<file path="src/nic_cfg.svh">
`ifndef NIC_CFG_SVH
`define NIC_CFG_SVH

// ****************************************************************
// Source counts and poll order
// ****************************************************************
`define NIC_NUM_SRC     15
`define NIC_NUM_FLAG    17
// Poll index of the sources whose flags hardware clears on vectoring
`define NIC_SRC_EXT0    4'h0
`define NIC_SRC_T0      4'h3
`define NIC_SRC_EXT1    4'h6
`define NIC_SRC_T1      4'h9
// Sources able to end idle mode, one bit per poll index
`define NIC_WAKE_MASK   15'h124B

// ****************************************************************
// Enable and level register bit positions
// ****************************************************************
`define NIC_A_EXT0      0
`define NIC_A_T0        1
`define NIC_A_EXT1      2
`define NIC_A_T1        3
`define NIC_A_UART      4
`define NIC_A_TWOWIRE   5
`define NIC_A_ADC       6
`define NIC_A_GATE      7
`define NIC_B_CAP0      0
`define NIC_B_CAP1      1
`define NIC_B_CAP2      2
`define NIC_B_CAP3      3
`define NIC_B_CMP0      4
`define NIC_B_CMP1      5
`define NIC_B_CMP2      6
`define NIC_B_T2OVF     7

// ****************************************************************
// Reset values and vector defaults
// ****************************************************************
`define NIC_RST_FLAGS   17'h00000
`define NIC_RST_PIN     1'h1
// Vector table defaults, values arbitrary, integrator overrides them
`define NIC_VEC_BASE    16'h0100
`define NIC_VEC_STEP    16'h0008

`endif

</file>
<file path="src/nic_pkg.sv">
package nic_pkg;

   // ****************************************************************
   // Flag identifiers, used as the software write selector
   // ****************************************************************
   typedef enum logic [4:0] {
      NIC_FLG_EXT0  = 5'h00,
      NIC_FLG_EXT1  = 5'h01,
      NIC_FLG_T0    = 5'h02,
      NIC_FLG_T1    = 5'h03,
      NIC_FLG_URX   = 5'h04,
      NIC_FLG_UTX   = 5'h05,
      NIC_FLG_TW    = 5'h06,
      NIC_FLG_ADC   = 5'h07,
      NIC_FLG_SEC   = 5'h08,
      NIC_FLG_CAP0  = 5'h09,
      NIC_FLG_CAP1  = 5'h0A,
      NIC_FLG_CAP2  = 5'h0B,
      NIC_FLG_CAP3  = 5'h0C,
      NIC_FLG_CMP0  = 5'h0D,
      NIC_FLG_CMP1  = 5'h0E,
      NIC_FLG_CMP2  = 5'h0F,
      NIC_FLG_T2OVF = 5'h10
   } nic_flag_e;

   // ****************************************************************
   // Grouped carriers
   // ****************************************************************
   // One-cycle hardware events from the peripherals
   typedef struct packed {
      logic       t0_roll;
      logic       t1_roll;
      logic       uart_rx;
      logic       uart_tx;
      logic       twowire_evt;
      logic       adc_done;
      logic       one_hz;
      logic [3:0] t2_cap;
      logic [2:0] t2_cmp;
      logic       t2_ovf;
   } nic_hw_evt_s;

   // Software write of one flag
   typedef struct packed {
      logic      wr;
      nic_flag_e sel;
      logic      val;
   } nic_sw_wr_s;

   // Acknowledged call
   typedef struct packed {
      logic        hi;
      logic [3:0]  src;
      logic [15:0] vec;
   } nic_call_s;

endpackage

</file>
<file path="src/nic_pin_sync.sv">
`timescale 1ns/1ps

// ****************************************************************
// Two-flop synchroniser for asynchronous pins
// ****************************************************************
module nic_pin_sync
#(
   parameter int          W        = 1,
   parameter logic        RST_VAL  = 1'b1
)
(
   // Clock and reset
   input  wire logic         clk_sys,
   input  wire logic         rst_n,
   // Pins and synchronised copies
   input  wire logic [W-1:0] pin_raw,
   output logic      [W-1:0] pin_sync
);

   logic [W-1:0] meta_reg;   // First stage, read only by second stage

   // Two stages, pins idle high
   always_ff @(posedge clk_sys or negedge rst_n)
   begin
      if (!rst_n)
      begin
         meta_reg <= {W{RST_VAL}};
         pin_sync <= {W{RST_VAL}};
      end
      else
      begin
         meta_reg <= pin_raw;
         pin_sync <= meta_reg;
      end
   end

endmodule

</file>
<file path="src/nic_irq_ctrl.sv">
// How it works
// Fifteen request sources feed the poll.
// Per-input select: level or falling edge.
// Vectoring clears external flag only if edge.
// Level flag follows low pin, drops high.
// Level source holds until taken, releases.
// External request pins are active low.
// Timer requests come from overflow events.
// Vectoring clears timer overflow flags.
// Eight Timer 2 flags, software clears only.
// UART request ORs receive and transmit.
// Two-wire event flag, software clears only.
// ADC flag, software clears, cannot set.
// Seconds flag ORed onto external one.
// Software writes act like hardware events.
// Only six sources end idle mode.
// Individual enables plus global gate.
// One level bit per source, 1 high.
// High preempts low, high never preempted.
// Higher level wins, then poll order.
// Fixed poll order, external zero first.
// Sample at phase strobe, poll next.
// Set enabled sample issues long call.
// Block on active level, non-final cycle.
// Block during return or enable access.
// No memory of blocked past requests.
// Return clears the active level flop.
// Capture pins as extra edge requests.
// Each source gets distinct vector address.
`timescale 1ns/1ps
`include "nic_cfg.svh"

module nic_irq_ctrl
#(
   parameter logic [15:0] VEC_BASE = `NIC_VEC_BASE,
   parameter logic [15:0] VEC_STEP = `NIC_VEC_STEP
)
(
   // Clock and reset
   input  wire logic                clk_sys,
   input  wire logic                rst_n,
   // Pins, active low external requests and capture inputs
   input  wire logic                ext_zero_request_pin,
   input  wire logic                ext_one_request_pin,
   input  wire logic [3:0]          capture_input_pin,
   // Configuration
   input  wire logic                ext0_edge_select,
   input  wire logic                ext1_edge_select,
   input  wire logic [3:0]          cap_rise_en,
   input  wire logic [3:0]          cap_fall_en,
   input  wire logic [7:0]          irq_enable_reg_a,
   input  wire logic [7:0]          irq_enable_reg_b,
   input  wire logic [7:0]          irq_level_reg_a,
   input  wire logic [7:0]          irq_level_reg_b,
   // Peripheral events and software flag writes
   input  wire nic_pkg::nic_hw_evt_s hw_evt,
   input  wire nic_pkg::nic_sw_wr_s  sw_wr,
   // CPU timing
   input  wire logic                flag_sample_phase,
   input  wire logic                cpu_final_cycle,
   input  wire logic                cpu_blocking_instr,
   input  wire logic                return_from_irq_instr,
   // Outputs
   output nic_pkg::nic_call_s       call_info_reg,
   output logic                     hw_long_call_reg,
   output logic [16:0]              flags_reg,
   output logic                     act_hi_reg,
   output logic                     act_lo_reg,
   output logic                     idle_wake_reg
);
   import nic_pkg::*;

   // ****************************************************************
   // Helpers
   // ****************************************************************
   // Reorder two enable-style registers into poll order
   function automatic logic [14:0] map_src(input logic [7:0] a, input logic [7:0] b);
      map_src = {b[`NIC_B_T2OVF], b[`NIC_B_CAP3], a[`NIC_A_UART], b[`NIC_B_CMP2],
                 b[`NIC_B_CAP2], a[`NIC_A_T1], b[`NIC_B_CMP1], b[`NIC_B_CAP1],
                 a[`NIC_A_EXT1], b[`NIC_B_CMP0], b[`NIC_B_CAP0], a[`NIC_A_T0],
                 a[`NIC_A_ADC], a[`NIC_A_TWOWIRE], a[`NIC_A_EXT0]};
   endfunction

   // Lowest set index, found bit on top
   function automatic logic [4:0] first_idx(input logic [14:0] v);
      first_idx = 5'h00;
      for (int i = `NIC_NUM_SRC - 1; i >= 0; i--)
      begin
         if (v[i])
            first_idx = {1'b1, 4'(i)};
      end
   endfunction

   // ****************************************************************
   // Pin synchronisers and edge detection
   // ****************************************************************
   logic [5:0] pins_sync;   // {capture[3:0], ext1, ext0}, synchronised
   logic [5:0] pins_prev;   // One cycle older copy for edges

   nic_pin_sync #(.W(6), .RST_VAL(`NIC_RST_PIN)) u_sync
   (
      .clk_sys  (clk_sys),
      .rst_n    (rst_n),
      .pin_raw  ({capture_input_pin, ext_one_request_pin, ext_zero_request_pin}),
      .pin_sync (pins_sync)
   );

   // Delay line for edge detection, read from the second stage only
   always_ff @(posedge clk_sys or negedge rst_n)
   begin
      if (!rst_n)
         pins_prev <= {6{`NIC_RST_PIN}};
      else
         pins_prev <= pins_sync;
   end

   logic [1:0] ext_fall;   // Falling edge on external pins
   logic [3:0] cap_edge;   // Selected edge on capture pins
   assign ext_fall = pins_prev[1:0] & ~pins_sync[1:0];
   assign cap_edge = (cap_rise_en & ~pins_prev[5:2] & pins_sync[5:2])
                   | (cap_fall_en & pins_prev[5:2] & ~pins_sync[5:2]);

   // ****************************************************************
   // Poll, arbitration and call decision
   // ****************************************************************
   logic [14:0] sample_reg;     // Requests caught at the phase strobe
   logic [14:0] req_now;        // Live requests in poll order
   logic [14:0] en_src;         // Individual enables in poll order
   logic [14:0] hi_src;         // Level bits in poll order
   logic [4:0]  hi_pick;        // Winner among high requests
   logic [4:0]  lo_pick;        // Winner among low requests
   logic        gate;           // Global gate
   logic        call_next;      // Call issued this edge
   logic [3:0]  pick_src;       // Chosen source
   logic        clr_ext0;       // Vector clears external zero flag
   logic        clr_ext1;       // Vector clears external one flag
   logic        clr_t0;         // Vector clears timer zero flag
   logic        clr_t1;         // Vector clears timer one flag

   // Requests in fixed poll order                                                             // R20
   assign req_now = {flags_reg[NIC_FLG_T2OVF], flags_reg[NIC_FLG_CAP3],
                     flags_reg[NIC_FLG_URX] | flags_reg[NIC_FLG_UTX],
                     flags_reg[NIC_FLG_CMP2], flags_reg[NIC_FLG_CAP2], flags_reg[NIC_FLG_T1],
                     flags_reg[NIC_FLG_CMP1], flags_reg[NIC_FLG_CAP1],
                     flags_reg[NIC_FLG_EXT1] | flags_reg[NIC_FLG_SEC],
                     flags_reg[NIC_FLG_CMP0], flags_reg[NIC_FLG_CAP0], flags_reg[NIC_FLG_T0],
                     flags_reg[NIC_FLG_ADC], flags_reg[NIC_FLG_TW], flags_reg[NIC_FLG_EXT0]};

   assign gate    = irq_enable_reg_a[`NIC_A_GATE];
   assign en_src  = map_src(irq_enable_reg_a, irq_enable_reg_b) & {15{gate}};
   assign hi_src  = map_src(irq_level_reg_a, irq_level_reg_b);
   assign hi_pick = first_idx(sample_reg & en_src & hi_src);
   assign lo_pick = first_idx(sample_reg & en_src & ~hi_src);

   // High may preempt low; nothing preempts high; only at instruction end
   assign call_next = cpu_final_cycle && !cpu_blocking_instr && !act_hi_reg
                   && (hi_pick[4] || (lo_pick[4] && !act_lo_reg));
   assign pick_src  = hi_pick[4] ? hi_pick[3:0] : lo_pick[3:0];

   // Hardware clears only edge external and timer flags on vectoring
   assign clr_ext0 = call_next && pick_src == `NIC_SRC_EXT0 && ext0_edge_select;
   assign clr_ext1 = call_next && pick_src == `NIC_SRC_EXT1 && ext1_edge_select;
   assign clr_t0   = call_next && pick_src == `NIC_SRC_T0;
   assign clr_t1   = call_next && pick_src == `NIC_SRC_T1;

   // Samples refresh every strobe, so a blocked request that has gone is forgotten
   always_ff @(posedge clk_sys or negedge rst_n)
   begin
      if (!rst_n)
         sample_reg <= 15'h0000;
      else if (flag_sample_phase)
         sample_reg <= req_now;
   end

   // ****************************************************************
   // Request flags
   // ****************************************************************
   logic [16:0] hw_set;   // Hardware set terms per flag
   logic [16:0] hw_clr;   // Hardware clear terms per flag
   logic [16:0] sw_set;   // Software set terms per flag
   logic [16:0] sw_clr;   // Software clear terms per flag

   // Gather set and clear terms; level inputs drive the flag both ways
   always_comb
   begin
      hw_set = 17'h00000;
      hw_clr = 17'h00000;
      sw_set = 17'h00000;
      sw_clr = 17'h00000;
      hw_set[NIC_FLG_EXT0]  = ext0_edge_select ? ext_fall[0] : !pins_sync[0];
      hw_set[NIC_FLG_EXT1]  = ext1_edge_select ? ext_fall[1] : !pins_sync[1];
      hw_clr[NIC_FLG_EXT0]  = ext0_edge_select ? clr_ext0 : pins_sync[0];
      hw_clr[NIC_FLG_EXT1]  = ext1_edge_select ? clr_ext1 : pins_sync[1];
      hw_set[NIC_FLG_T0]    = hw_evt.t0_roll;
      hw_set[NIC_FLG_T1]    = hw_evt.t1_roll;
      hw_clr[NIC_FLG_T0]    = clr_t0;
      hw_clr[NIC_FLG_T1]    = clr_t1;
      hw_set[NIC_FLG_URX]   = hw_evt.uart_rx;
      hw_set[NIC_FLG_UTX]   = hw_evt.uart_tx;
      hw_set[NIC_FLG_TW]    = hw_evt.twowire_evt;
      hw_set[NIC_FLG_ADC]   = hw_evt.adc_done;
      hw_set[NIC_FLG_SEC]   = hw_evt.one_hz;
      hw_set[NIC_FLG_CAP3:NIC_FLG_CAP0] = hw_evt.t2_cap | cap_edge;
      hw_set[NIC_FLG_CMP2:NIC_FLG_CMP0] = hw_evt.t2_cmp;
      hw_set[NIC_FLG_T2OVF] = hw_evt.t2_ovf;
      if (sw_wr.wr)
      begin
         // Software set or clear, the completion flag refuses a set
         if (sw_wr.val && sw_wr.sel != NIC_FLG_ADC)
            sw_set[sw_wr.sel] = 1'b1;
         else if (!sw_wr.val)
            sw_clr[sw_wr.sel] = 1'b1;
      end
   end

   // Set wins over clear so an event in the clearing cycle survives
   always_ff @(posedge clk_sys or negedge rst_n)
   begin
      if (!rst_n)
         flags_reg <= `NIC_RST_FLAGS;
      else
         flags_reg <= hw_set | sw_set | (flags_reg & ~(hw_clr | sw_clr));
   end

   // ****************************************************************
   // Active level and call outputs
   // ****************************************************************
   // Return clears the highest active level; a call sets its own level
   always_ff @(posedge clk_sys or negedge rst_n)
   begin
      if (!rst_n)
      begin
         act_hi_reg <= 1'b0;
         act_lo_reg <= 1'b0;
      end
      else if (call_next)
      begin
         if (hi_pick[4])
            act_hi_reg <= 1'b1;
         else
            act_lo_reg <= 1'b1;
      end
      else if (return_from_irq_instr)
      begin
         if (act_hi_reg)
            act_hi_reg <= 1'b0;
         else
            act_lo_reg <= 1'b0;
      end
   end

   // One-cycle call pulse with source, level and vector
   always_ff @(posedge clk_sys or negedge rst_n)
   begin
      if (!rst_n)
      begin
         hw_long_call_reg <= 1'b0;
         call_info_reg    <= '0;
      end
      else
      begin
         hw_long_call_reg <= call_next;
         if (call_next)
         begin
            call_info_reg.hi  <= hi_pick[4];
            call_info_reg.src <= pick_src;
            call_info_reg.vec <= VEC_BASE + VEC_STEP * {12'h000, pick_src};
         end
      end
   end

   // Wake from idle only for the capable sources, live flags not samples
   always_ff @(posedge clk_sys or negedge rst_n)
   begin
      if (!rst_n)
         idle_wake_reg <= 1'b0;
      else
         idle_wake_reg <= |(req_now & en_src & `NIC_WAKE_MASK);
   end
endmodule

</file>
<file path="config.mk">
export PLATFORM = sky130hd
export DESIGN_NAME = nic_irq_ctrl
export DESIGN_NICKNAME = d
export VERILOG_FILES = /design/src/nic_pkg.sv /design/src/nic_pin_sync.sv /design/src/nic_irq_ctrl.sv
export VERILOG_INCLUDE_DIRS = /design/src
export SDC_FILE = /design/constraint.sdc
export NUM_CORES = 1
export LEC_CHECK = 0
export ABC_AREA = 0
export BUFFER_PORTS_ARGS = -buffer_cell sky130_fd_sc_hd__buf_2
export CAP_MARGIN = 20
export CORE_ASPECT_RATIO = 1.2
export CORE_MARGIN = 1
export CORE_UTILIZATION = 54
export CTS_CLUSTER_SIZE = 10
export DETAILED_ROUTE_END_ITERATION = 12
export PLACE_DENSITY = 0.84
export RECOVER_POWER = 100
export SYNTH_ARGS = -nofsm -noshare
export SYNTH_HDL_FRONTEND = slang
export SYNTH_SLANG_ARGS = --single-unit
</file>
<file path="constraint.sdc">
create_clock -name clk_sys -period 4.5 [get_ports clk_sys]
set_input_delay 0.675 -clock clk_sys [delete_from_list [all_inputs] [get_ports clk_sys]]
set_output_delay 0.675 -clock clk_sys [all_outputs]
set_load 0.01 [all_outputs]
</file>
# Word level (Yosys, flattened, before mapping)
# Index checks and enable logic that the tools add are counted.
[op_classes]
n_addsub = 1
order_cmp = 2
eq_ne = 7
mux = 49
bitwise = 23
n_reduce_logical = 23
[ops]
columns = ["op", "n"]
rows = [
  ["5-bit two-way mux", 30],
  ["17-bit two-way mux", 5],
  ["15-bit bitwise AND", 4],
  ["17-bit OR", 2],
  ["17-bit bitwise AND", 1],
  ["17-bit NOT", 1],
  ["4-bit by 17-bit OR with 17-bit output", 1],
  ["4-bit bitwise AND", 4],
  ["15-bit NOT", 1],
  ["13-bit bitwise AND", 1],
  ["1-bit logical AND", 12],
  ["1-bit two-way mux", 12],
  ["9-bit by 7-bit adder with 10-bit output (first input constant)", 1],
  ["4-bit NOT", 2],
  ["4-bit OR", 2],
  ["5-bit by 6-bit < comparator with 1-bit output (second input constant)", 1],
  ["6-bit OR reduction", 1],
  ["1-bit demux with 5-bit select", 1],
  ["5-bit by 1-bit greater-or-equal comparator with 1-bit output (second input constant)", 1],
  ["1-bit logical NOT", 5],
  ["5-bit by 3-bit != test with 1-bit output (second input constant)", 1],
  ["4-bit by 2-bit == test with 1-bit output (second input constant)", 1],
  ["4-bit by 3-bit == test with 1-bit output (second input constant)", 1],
  ["4-bit == test (second input constant)", 1],
  ["11 further kinds", 13],
]
[totals]
ff_bits = 75

# Longest topological paths before layout
# Gate-level depths: netlist (run 1).
[depth]
depth_word = 28
depth_mapped = 10
depth_no_buf = 7

# By module
# From an unflattened synthesis (run 1), not the netlist that was laid out.
[unflattened]
hier_cells = 327
hier_area_um2 = 3335.7
[modules_own_cells]
columns = ["mod", "instances", "cells_per_inst", "area_per_inst_um2"]
rows = [
  ["nic_irq_ctrl", 1, 315, 3020.4],
  ["nic_pin_sync", 1, 12, 315.3],
]

# Least setup slack after synthesis (run 1)
# OpenSTA, ideal clock, no wires.
[synth_timing]
path_type = "input to register"
start = "input port irq_enable_reg_a[7]"
end = "register call_info_reg[16] in the netlist's numbering"
setup_ns = 0.125
arrival_ns = 2.198
required_time_ns = 4.375
setup_slack_ns = 2.177
path_stages = 7
path_buffers = 1
path_cell_list = "buf_6 and4b_4 nor4_4 nand2_2 o311ai_4 nand2_4 mux2_4"
[synth_via]
elab_chain_len = 21
[synth_lines]
columns = ["item", "line_no", "rtl"]
rows = [
  ["start: declaration", "nic_irq_ctrl.sv:51", "input wire logic [7:0] irq_enable_reg_a,"],
  ["15-bit bitwise AND (*)", "nic_irq_ctrl.sv:150", "assign en_src = map_src(irq_enable_reg_a, irq_enable_reg_b) & {15{gate}};"],
  ["15-bit bitwise AND (*)", "nic_irq_ctrl.sv:152, nic_irq_ctrl.sv:153", ""],
  ["15-bit bitwise AND", "nic_irq_ctrl.sv:153", "assign lo_pick = first_idx(sample_reg & en_src & ~hi_src);"],
  ["5-bit two-way mux (15 in a row)", "nic_irq_ctrl.sv:89", "if (v[i])"],
  ["1-bit logical AND", "nic_irq_ctrl.sv:157", "&& (hi_pick[4] || (lo_pick[4] && !act_lo_reg));"],
  ["1-bit logical OR (*)", "nic_irq_ctrl.sv:157", ""],
  ["1-bit logical AND (*)", "nic_irq_ctrl.sv:157", ""],
  ["named net call_next", "nic_irq_ctrl.sv:133", "logic call_next;"],
  ["end: declaration", "nic_irq_ctrl.sv:64", "output nic_pkg::nic_call_s call_info_reg,"],
]
# Mark *: on every way through the listed nets, which the timed path passes. The rest lies on a longest branch.
# A chain may end at the register's enable or synchronous reset.

# Final worst setup path (run 1)
[layout_timing]
start = "input port irq_enable_reg_a[7]"
end = "register flags_reg[2]"
[layout_via]
elab_chain_len = 26
[layout_lines]
columns = ["item", "line_no", "rtl"]
rows = [
  ["15-bit bitwise AND (*)", "nic_irq_ctrl.sv:150", ""],
  ["15-bit bitwise AND (*)", "nic_irq_ctrl.sv:152, nic_irq_ctrl.sv:153", ""],
  ["branches (longest 19 deep; another with 15-bit bitwise AND)", "-", ""],
  ["1-bit logical AND (no source line) (*)", "-", ""],
  ["4-bit by 17-bit OR with 17-bit output (*)", "nic_irq_ctrl.sv:222", "flags_reg <= hw_set | sw_set | (flags_reg & ~(hw_clr | sw_clr));"],
  ["17-bit NOT (*)", "nic_irq_ctrl.sv:222", ""],
  ["17-bit bitwise AND (*)", "nic_irq_ctrl.sv:222", ""],
  ["17-bit OR (*)", "nic_irq_ctrl.sv:222", ""],
  ["end signal: assignment", "nic_irq_ctrl.sv:220", "flags_reg <= `NIC_RST_FLAGS;"],
  ["end signal: assignment", "nic_irq_ctrl.sv:222", ""],
  ["end: declaration", "nic_irq_ctrl.sv:66", "output logic [16:0] flags_reg,"],
]
# Every way passes the cells marked *.

==> flow_summary.toml, run 1 <==
[synthesis]
yosysTopAreaCellShare_pct = 30.9
netlist_instances = 326
synth_async_sr_flop_share_pct = 100
synth.largest_area_cell = "dfrtp_1"
synth_seq_area_share_pct = 44.9
ys.flop_type = "dfrtp_1"
synth.distinct_cells = 65
synth_area_um2 = 3400
synth_seq_cells = 60
ys_warn_count = 0
yosysMostFrequentCell = "dfrtp_1"
synth_common_cells = "42 x dfrtp_1, 28 x buf_4, 21 x nand2_1"
synth_area_per_cell_um2 = 10.4
synth_edf_count = 0
synth_area_leaders = "dfrtp_1 31%, dfstp_2 14%, buf_4 6.2%, mux2_2 4.3%, nand4_1 3.3%"

[floorplanning]
die_h_um = 88.9
io_pins = 118
initial_core_util_pct = 56.1
die_w_um = 74.4
dieArea_um2 = 6610
rows = 31
core_area_um2 = 6050

[finish]
fin_area_um2 = 3900
final_nets = 491
fill_cells = 554
final-instance-count-excl-fill = 502
syn_to_final_growth_pct = 14.7
largest_register_ffs = 17
diodes = 0
layout-drive-gt1-share_pct = 28.8
final_core_util_pct = 64.4

[worst_setup_path]
endpoint_kind = "flip-flop"
rr_startpoint = "sample_reg[13]"
arrival_ns = 3.65
crit_path_max_fanout = 36
cp.required_ns = 4.75
crit_start = "irq_enable_reg_a[7]"
path_class = "in2reg"
startpoint_type = "primary input"

[pwr]
powerDensity_nw_per_um2 = 345
vdd_drop_max_v = 0.000304
power.static_leakage_nw = 1.57
report.power.total_mw = 1.35

[clocking]
cts_tree = "yes"
clock_sinks = 60
cts_resized = 0
holdBufCountCts = 0
htree_num_levels = 3
clk_pin_slew_ns = 0.07
clk_path_buf_depth = 2
cts_setup_buffers = 0
root_buffer = "clkbuf_8"
numCtsBuffers = 9
insertion_delay_ns = 0.34

[sta]
report.final.slew_viol_count = 0
relSlewSlack_pct = 12.4
finClkSkew_ns = 0.00971
hold_viol = 0
setup_viol = 0
finalWorstSetupSlack_ns = 1.10
fmax_mhz = 294
finalCritPeriodShare_pct = 75.6
worstMarginPinSlew_ns = 1.31
period_minus_slack_ns = 3.40
rsz0062_at_grt = "no"
setup_tns_ns = 0
whs_ns = 0.360

[hold_path]
worstHoldStart = "u_sync.meta_reg[1]"
min-delay-path-class = "reg2reg"

[route]
viasPerCell = 5.83
drt_first_pass_iters = 5
drt_iter0_drc = 156
totalWireLength_um = 8410
wire_per_inst_um = 16.8
ant_nets = 0
drt_drc_violations_left = 0
vias = 2925

[grt]
grt_pass1_wl_um = 13100
gr-total-overflow = 0
antenna_found_initial = 0
grt_pass1_vias = 2707
grt_max_degree = 61
grt_use_total_pct = 27.0

[status]
status = "finished clean"

[placement]
hpwl_um = 6510
finalWeightedCongestion = 0.917
numPlacedInstances = 486
io_buffers = 105
pre_cts_ws_ns = 1.55
post_dp_cell_area_um2 = 3790

[flow_run]
drv_cap = 0
worst max-delay path, stage by stage:
cell and delay [ns]:
clkbuf_1 0.94, nand3_1 0.18, o211ai_1 0.53, o211ai_1 0.18
a211oi_1 0.67, a21o_1 0.19, nor4bb_1 0.08, o21ai_0 0.21
worst paths after layout:
kind / endpoint / slack, ns / cells past startpoint
worst max register to register: flags_reg[2] / 2.04 / 7
min in group asynchronous: act_hi_reg / 0.48 / 2
worst min-delay path: u_sync.pin_sync[1] / 0.36 / 0
worst max-delay path: flags_reg[2] / 1.10 / 8
worst min register to register: u_sync.pin_sync[1] / 0.36 / 0
max in group asynchronous: sample_reg[6] / 3.51 / 2
routing by layer:
metal,GRT usage [%],share of wire [%]
met3,3.76,6.4
met1,34.4,41
met2,45.5,51
met4,11.8,1.5
met5,0,0
where the power goes:
| part | total (mW) | internal [mW] | switching, mW |
|---|---|---|---|
| Sequential | 0.611 | 0.584 | 0.0270 |
| Clock | 0.467 | 0.255 | 0.211 |
| Combinational | 0.267 | 0.105 | 0.162 |
logic make-up (layout without fill, tap and decap cells):
logic type	after synthesis	count (layout)	share of synthesized area (%)
DFF	60	60	44.9
muxes	17	17	5.78
AOI/OAI and AO/OA	74	74	15.5
other	1	11	0.110
buffers and inverters	50	134	9.50
and+or+nand+nor	124	124	24.3
cells in the final DEF, fill, tap and decap left out, types with 5 or more instances in the layout:
| master | instances |
|---|---|
| mux2_2 | 13 |
| nand4_1 | 19 |
| o21ai_1 | 5 |
| clkbuf_8 | 9 |
| clkbuf_1 | 35 |
| nor2b_1 | 6 |
| nor2_1 | 15 |
| dfrtp_1 | 42 |
| a21oi_1 | 10 |
| nand2_1 | 22 |
| nand2b_1 | 5 |
| and2_1 | 5 |
| and4b_1 | 8 |
| o21ai_0 | 16 |
| inv_1 | 12 |
| conb_1 | 11 |
| nand3_1 | 7 |
| a31oi_1 | 6 |
| dfstp_1 | 6 |
| nand4b_1 | 8 |
| buf_2 | 71 |
| dfstp_2 | 12 |
layout make-up:
cell class | instances | area [µm²] | area share [%]
inverters | 12 | 45.0 | 1.16
repair buffers | 106 | 490 | 12.6
multi-input cells | 226 | 1540 | 39.6
flip-flops and latches | 60 | 1520 | 39.1
clock buffers | 10 | 128 | 3.27
clock inverters | 6 | 63.8 | 1.64
well taps | 82 | 103 | 2.63
Note: power is estimated with default switching activity, not from simulation.
==> inputs of run 2 (changes only) <==
- ABC_AREA: 0 -> 1
- CORE_UTILIZATION: 54 -> 46
- PLACE_DENSITY: 0.84 -> 0.76
- clock period: 4.5 -> 2.85 ns (I/O delays scaled with it)
==> run 2 against run 1 <==
Effect of this change: the flow now finishes with violations (max-capacitance violations, max-slew violations); clock power increased by 56%; cell count is 22% higher; power up 60%; sequential share of layout area fell by 1.3 points; first-iteration DRC count shrank 19%; global-route usage down 3.8 points.
==> flow_summary.toml, run 2 <==
[finish]
fin_area_um2 = 4030
final_nets = 594
diodes = 0
layout_commonest_cell = "nand2_1"
final_core_util_pct = 55.4
largest_register_ffs = 17
layout-drive-gt1-share_pct = 26.2
syn_to_final_growth_pct = 15.5
final_cell_mix = "101 x nand2_1, 71 x buf_2, 50 x nor2_1"
fill_cells = 710

[worst_setup_path]
crit_path_max_fanout = 5
endpoint_kind = "flip-flop"
r2r_slack_ns = 0.62
rr_startpoint = "sample_reg[2]"
cp.required_ns = 3.07
rr_worst_depth = 14
arrival_ns = 2.45
startpoint_type = "flip-flop"
path_class = "reg2reg"
r2r-end = "flags_reg[1]"

[sta]
fmax_mhz = 449
relSlewSlack_pct = -4.80
finalCritPeriodShare_pct = 78.1
hold_viol = 0
rsz0062_at_grt = "no"
period_minus_slack_ns = 2.23
setup_viol = 0
finClkSkew_ns = 0.00806
report.final.slew_viol_count = 30
setup_tns_ns = 0
worstMarginPinSlew_ns = 1.57

[clocking]
clk_pin_slew_ns = 0.06
insertion_delay_ns = 0.33
htree_num_levels = 3
holdBufCountCts = 0
root_buffer = "clkbuf_8"
numCtsBuffers = 9
clock_sinks = 60
clk_path_buf_depth = 2
cts_setup_buffers = 0
cts_tree = "yes"
cts_resized = 0

[placement]
post_dp_cell_area_um2 = 3920
io_buffers = 105
finalWeightedCongestion = 0.933
hpwl_um = 6680

[pwr]
powerDensity_nw_per_um2 = 535
power.static_leakage_nw = 1.89
vdd_drop_max_v = 0.000347

[synthesis]
synth_common_cells = "99 x nand2_1, 48 x nor2_1, 44 x inv_1"
synth.distinct_cells = 37
yosysMostFrequentCell = "nand2_1"
synth_area_leaders = "dfrtp_1 30%, dfstp_2 14%, nand2_1 11%, buf_4 6.2%, nor2_1 5.2%"
ys_warn_count = 0
synth_async_sr_flop_share_pct = 100
synth_edf_count = 0
yosysTopAreaCellShare_pct = 30.1
ys.flop_type = "dfrtp_1"
synth_area_um2 = 3490
synth_seq_cells = 60
netlist_instances = 425
synth_seq_area_share_pct = 43.7
synth.largest_area_cell = "dfrtp_1"
synth_area_per_cell_um2 = 8.20

[grt]
antenna_found_initial = 0
grt_pass1_vias = 3109
grt_max_degree = 30
gr-total-overflow = 0
grt_use_total_pct = 23.3
grt_pass1_wl_um = 14000

[route]
viasPerCell = 5.14
totalWireLength_um = 8360
drt_first_pass_iters = 4
wire_per_inst_um = 13.6
drt_drc_violations_left = 0
ant_nets = 0
drt_iter0_drc = 127
vias = 3151

[floorplanning]
rows = 34
die_h_um = 97.4
die_w_um = 81.5
core_area_um2 = 7270
initial_core_util_pct = 47.9
io_pins = 118
dieArea_um2 = 7930

[hold_path]
min-delay-path-class = "in2reg"
worstHoldStart = "capture_input_pin[0]"
whs_path_depth = 1
holdPathEnd = "u_sync.meta_reg[2]"

[status]
violations = "max-capacitance violations, max-slew violations"
status = "finished, violations left"

[flow_run]
drv_cap = 1
==> run 2: routing by layer <==
metal / track usage (%) / share of wire, %
met4: 8.79 / 2.3
met5: 0 / 0
met3: 4.79 / 6.0
met2: 38.7 / 49
met1: 29.0 / 42
==> run 2: kinds of logic after synthesis <==
kind of cell	synth area share (%)
flops	43.7
compound gates	8.90
buf+inv	13.0
mux	3.55
simple gates	30.7
other cells	0.108
==> run 2: critical path, stage by stage (launching register included) <==
cell	delay, ns
dfrtp_1	0.40
nand3_1	0.11
nor2_1	0.06
nor2_1	0.20
nand3_1	0.10
nor2_1	0.22
nand2_1	0.20
nor2_1	0.21
nand3_2	0.12
nand2_1	0.11
nand3_1	0.08
nor2_1	0.10
nand3_1	0.09
nand2_1	0.07
nand2_1	0.04
==> run 2: power breakdown <==
group,switching [mW],total [mW],internal (mW)
registers,0.0454,0.971,0.925
clock network,0.301,0.729,0.428
logic,0.293,0.455,0.162
total,0.639,2.15,1.52
==> run 2: worst max path at each step <==
| stage | from | end | slack, ns |
|---|---|---|---|
| after CTS | sample_reg[2] | flags_reg[1] | 0.87 |
| after global routing | sample_reg[2] | flags_reg[1] | 0.38 |
| after global placement | irq_enable_reg_a[7] | flags_reg[3] | 0.59 |
| final | sample_reg[2] | flags_reg[1] | 0.62 |
| after detailed placement | irq_enable_reg_a[7] | flags_reg[3] | 0.54 |
| after floorplan | irq_enable_reg_a[7] | act_lo_reg | 0.99 |
==> run 2: layout make-up <==
| cell class | count | area, µm² | area share [%] |
|---|---|---|---|
| clock inverters | 2 | 35.0 | 0.870 |
| repair buffers | 108 | 510 | 12.7 |
| well taps | 90 | 113 | 2.80 |
| multi-input cells | 292 | 1520 | 37.7 |
| flip-flops and latches | 60 | 1520 | 37.8 |
| clock buffers | 14 | 153 | 3.79 |
| inverters | 47 | 176 | 4.38 |
==> run 2: through the flow <==
step	worst slack (ns)	hold slack [ns]	std cells	power, mW
floorplan	0.993	0.132	435	1.32
global placement	0.590	0.346	597	1.45
detailed placement	0.544	0.347	597	1.47
CTS	0.866	0.135	613	2.20
global route	0.385	0.172	613	2.26
finish	0.624	0.192	613	2.15
==> inputs of run 3 (changes only) <==
- ABC_AREA: 1 -> 0
- clock period: 2.85 -> 2 ns (I/O delays scaled with it)
==> run 3 against run 2 <==
Effect of this change: power is 46% higher; first-iteration DRC count grew 0.79%; sequential power increased by 42%; clock power rose by 36%; die area decreased by 2.5%; the flow now finishes without violations; register-to-register slack worse by 0.61 ns; setup slack worse by 0.61 ns; count of clock-buffer cells in the layout unchanged; non-clock buffer count up 48; sequential cell count did not move.
==> flow_summary.toml, run 3 (synthesis gave the netlist of run 1 again) <==
[grt]
antenna_found_initial = 0
grt_pass1_wl_um = 14500
gr-total-overflow = 0
grt_max_degree = 61
grt_use_total_pct = 25.3
grt_pass1_vias = 2970

[floorplanning]
die_w_um = 80.4
io_pins = 118
initial_core_util_pct = 48.7
rows = 33
die_h_um = 96.1
dieArea_um2 = 7730
core_area_um2 = 6980

[clocking]
clock_sinks = 60
clk_pin_slew_ns = 0.06
clk_path_buf_depth = 2
insertion_delay_ns = 0.34
cts_tree = "yes"
htree_num_levels = 3
numCtsBuffers = 9
root_buffer = "clkbuf_8"

[sta]
fmax_mhz = 502
setup_tns_ns = 0
report.final.slew_viol_count = 0
period_minus_slack_ns = 1.99
finalCritPeriodShare_pct = 99.5
worstMarginPinSlew_ns = 1.45
hold_viol = 0
setup_viol = 0
finClkSkew_ns = 0.00846
finalWorstSetupSlack_ns = 0.00909
rsz0062_at_grt = "yes"
relSlewSlack_pct = 3.66

[worst_setup_path]
crit_chain = "and4b_4 -> nor4_4 -> buf_4 -> o211ai_1 -> a211oi_2 -> buf_4 -> nand3_1 -> a2bb2oi_1"
r2r-end = "flags_reg[3]"
cp.required_ns = 2.20
arrival_ns = 2.19
endpoint_kind = "flip-flop"
startpoint_type = "flip-flop"
slowest_stage = "dfrtp_1"
rr_worst_depth = 8
crit_path_max_fanout = 3
r2r_slack_ns = 0.009
critical_path.most_common_cell = "buf_4"
path_class = "reg2reg"
rr_startpoint = "sample_reg[1]"
critPathMaxStageDelay_ns = 0.40

[finish]
layout-drive-gt1-share_pct = 40.0
syn_to_final_growth_pct = 30.3
final_cell_mix = "72 x buf_2, 45 x buf_4, 42 x dfrtp_1"
layout_commonest_cell = "buf_2"
final_nets = 541
largest_register_ffs = 17
diodes = 0
fill_cells = 606

[placement]
hpwl_um = 7260
io_buffers = 105
pre_cts_ws_ns = -0.252
finalWeightedCongestion = 0.911

[hold_path]
worstHoldStart = "capture_input_pin[2]"
min-delay-path-class = "in2reg"
whs_path_depth = 1
holdPathEnd = "u_sync.meta_reg[4]"

[route]
viasPerCell = 5.52
wire_per_inst_um = 16.7
ant_nets = 0
drt_iter0_drc = 128
vias = 3072
drt_drc_violations_left = 0
totalWireLength_um = 9290
drt_first_pass_iters = 4

[pwr]
powerDensity_nw_per_um2 = 713
p_sw_share_pct = 29.4
internal_power_mw = 2.23
power.static_leakage_nw = 1.85
vdd_drop_max_v = 0.000644
p_sw_mw = 0.927
p_seq_share_pct = 43.7
p_comb_share_pct = 24.9
power.share.clock_pct = 31.3

[flow_run]
drv_cap = 0

[status]
status = "finished clean"
==> run 3: cell types whose count changed in the layout (fill, tap and decap cells not counted), moves of 8 or more <==
cell	previous run	this run
nor2_1	50	15
nand3_1	21	7
nand2_1	101	21
nand4b_1	0	8
buf_4	0	45
inv_1	44	12
==> run 3: worst max-delay path by stage <==
stage / cells past startpoint / startpoint / slack, ns / to
6_report: 8 / sample_reg[1] / 0.009 / flags_reg[3]
5_1_grt: 7 / sample_reg[2] / -0.16 / flags_reg[1]
4_1_cts: 7 / sample_reg[13] / -0.004 / flags_reg[1]
3_5_place_dp: 9 / irq_enable_reg_a[7] / -0.25 / flags_reg[2]
3_3_place_gp: 9 / irq_enable_reg_a[7] / -0.23 / flags_reg[1]
2_1_floorplan: 7 / irq_enable_reg_a[7] / 0.05 / call_info_reg[16]
==> run 3: layout make-up <==
type	instances	area (µm²)	area share (%)
repair buffers	156	888	20.1
flip-flops and latches	60	1520	34.4
inverters	12	45.0	1.02
clock inverters	2	10.0	0.226
clock buffers	14	173	3.90
well taps	87	109	2.46
multi-input cells	226	1680	37.9
==> run 3: power by group through the flow <==
stage / sequential (mW) / combinational [mW] / clock, mW
detailed placement: 1.40 / 0.757 / 0
floorplan: 1.42 / 0.427 / 0
global placement: 1.39 / 0.749 / 0
CTS: 1.38 / 0.772 / 1.00
global route: 1.39 / 0.864 / 1.05
finish: 1.38 / 0.787 / 0.988
==> run 3: metal layers <==
layer  up-vias  global-route usage [%]  share of wire [%]
met5         -                       0                  0
met4         0                    11.9                3.1
met3        21                    4.83                5.6
met2       113                    42.4                 49
met1      1466                    31.3                 42
li1       1472                       -                  -
==> run 3: what timing repair did <==
action / 4_1_cts / 5_1_grt
hold buffers: 1 / 0
gates resized for setup: 3 / 13
endpoints found under the setup margin: 2 / 9
buffers inserted: 0 / 8
endpoints found under the hold margin: 42 / 0
pin swaps: 0 / 18
==> run 3: worst max-delay path, delay by kind of cell, from the launching register on <==
family | cells | cell delay [ns]
AND/OR/NAND/NOR | 3 | 0.61
flip-flops | 1 | 0.40
buffers and inverters | 2 | 0.33
AO/OA/AOI/OAI | 3 | 0.53
==> run 3: metrics by stage <==
stage | cell area, µm² | power (mW) | utilization (%) | hold WS, ns | instances
floorplan | 3430 | 1.84 | - | 0.00441 | 336
finish | 4430 | 3.15 | 63.4 | 0.0611 | 557
global placement | 4140 | 2.14 | 59.4 | 0.324 | 532
CTS | 4350 | 3.15 | 62.4 | 0.0479 | 549
detailed placement | 4140 | 2.16 | 59.4 | 0.329 | 532
global route | 4430 | 3.30 | 63.4 | 0.0507 | 557
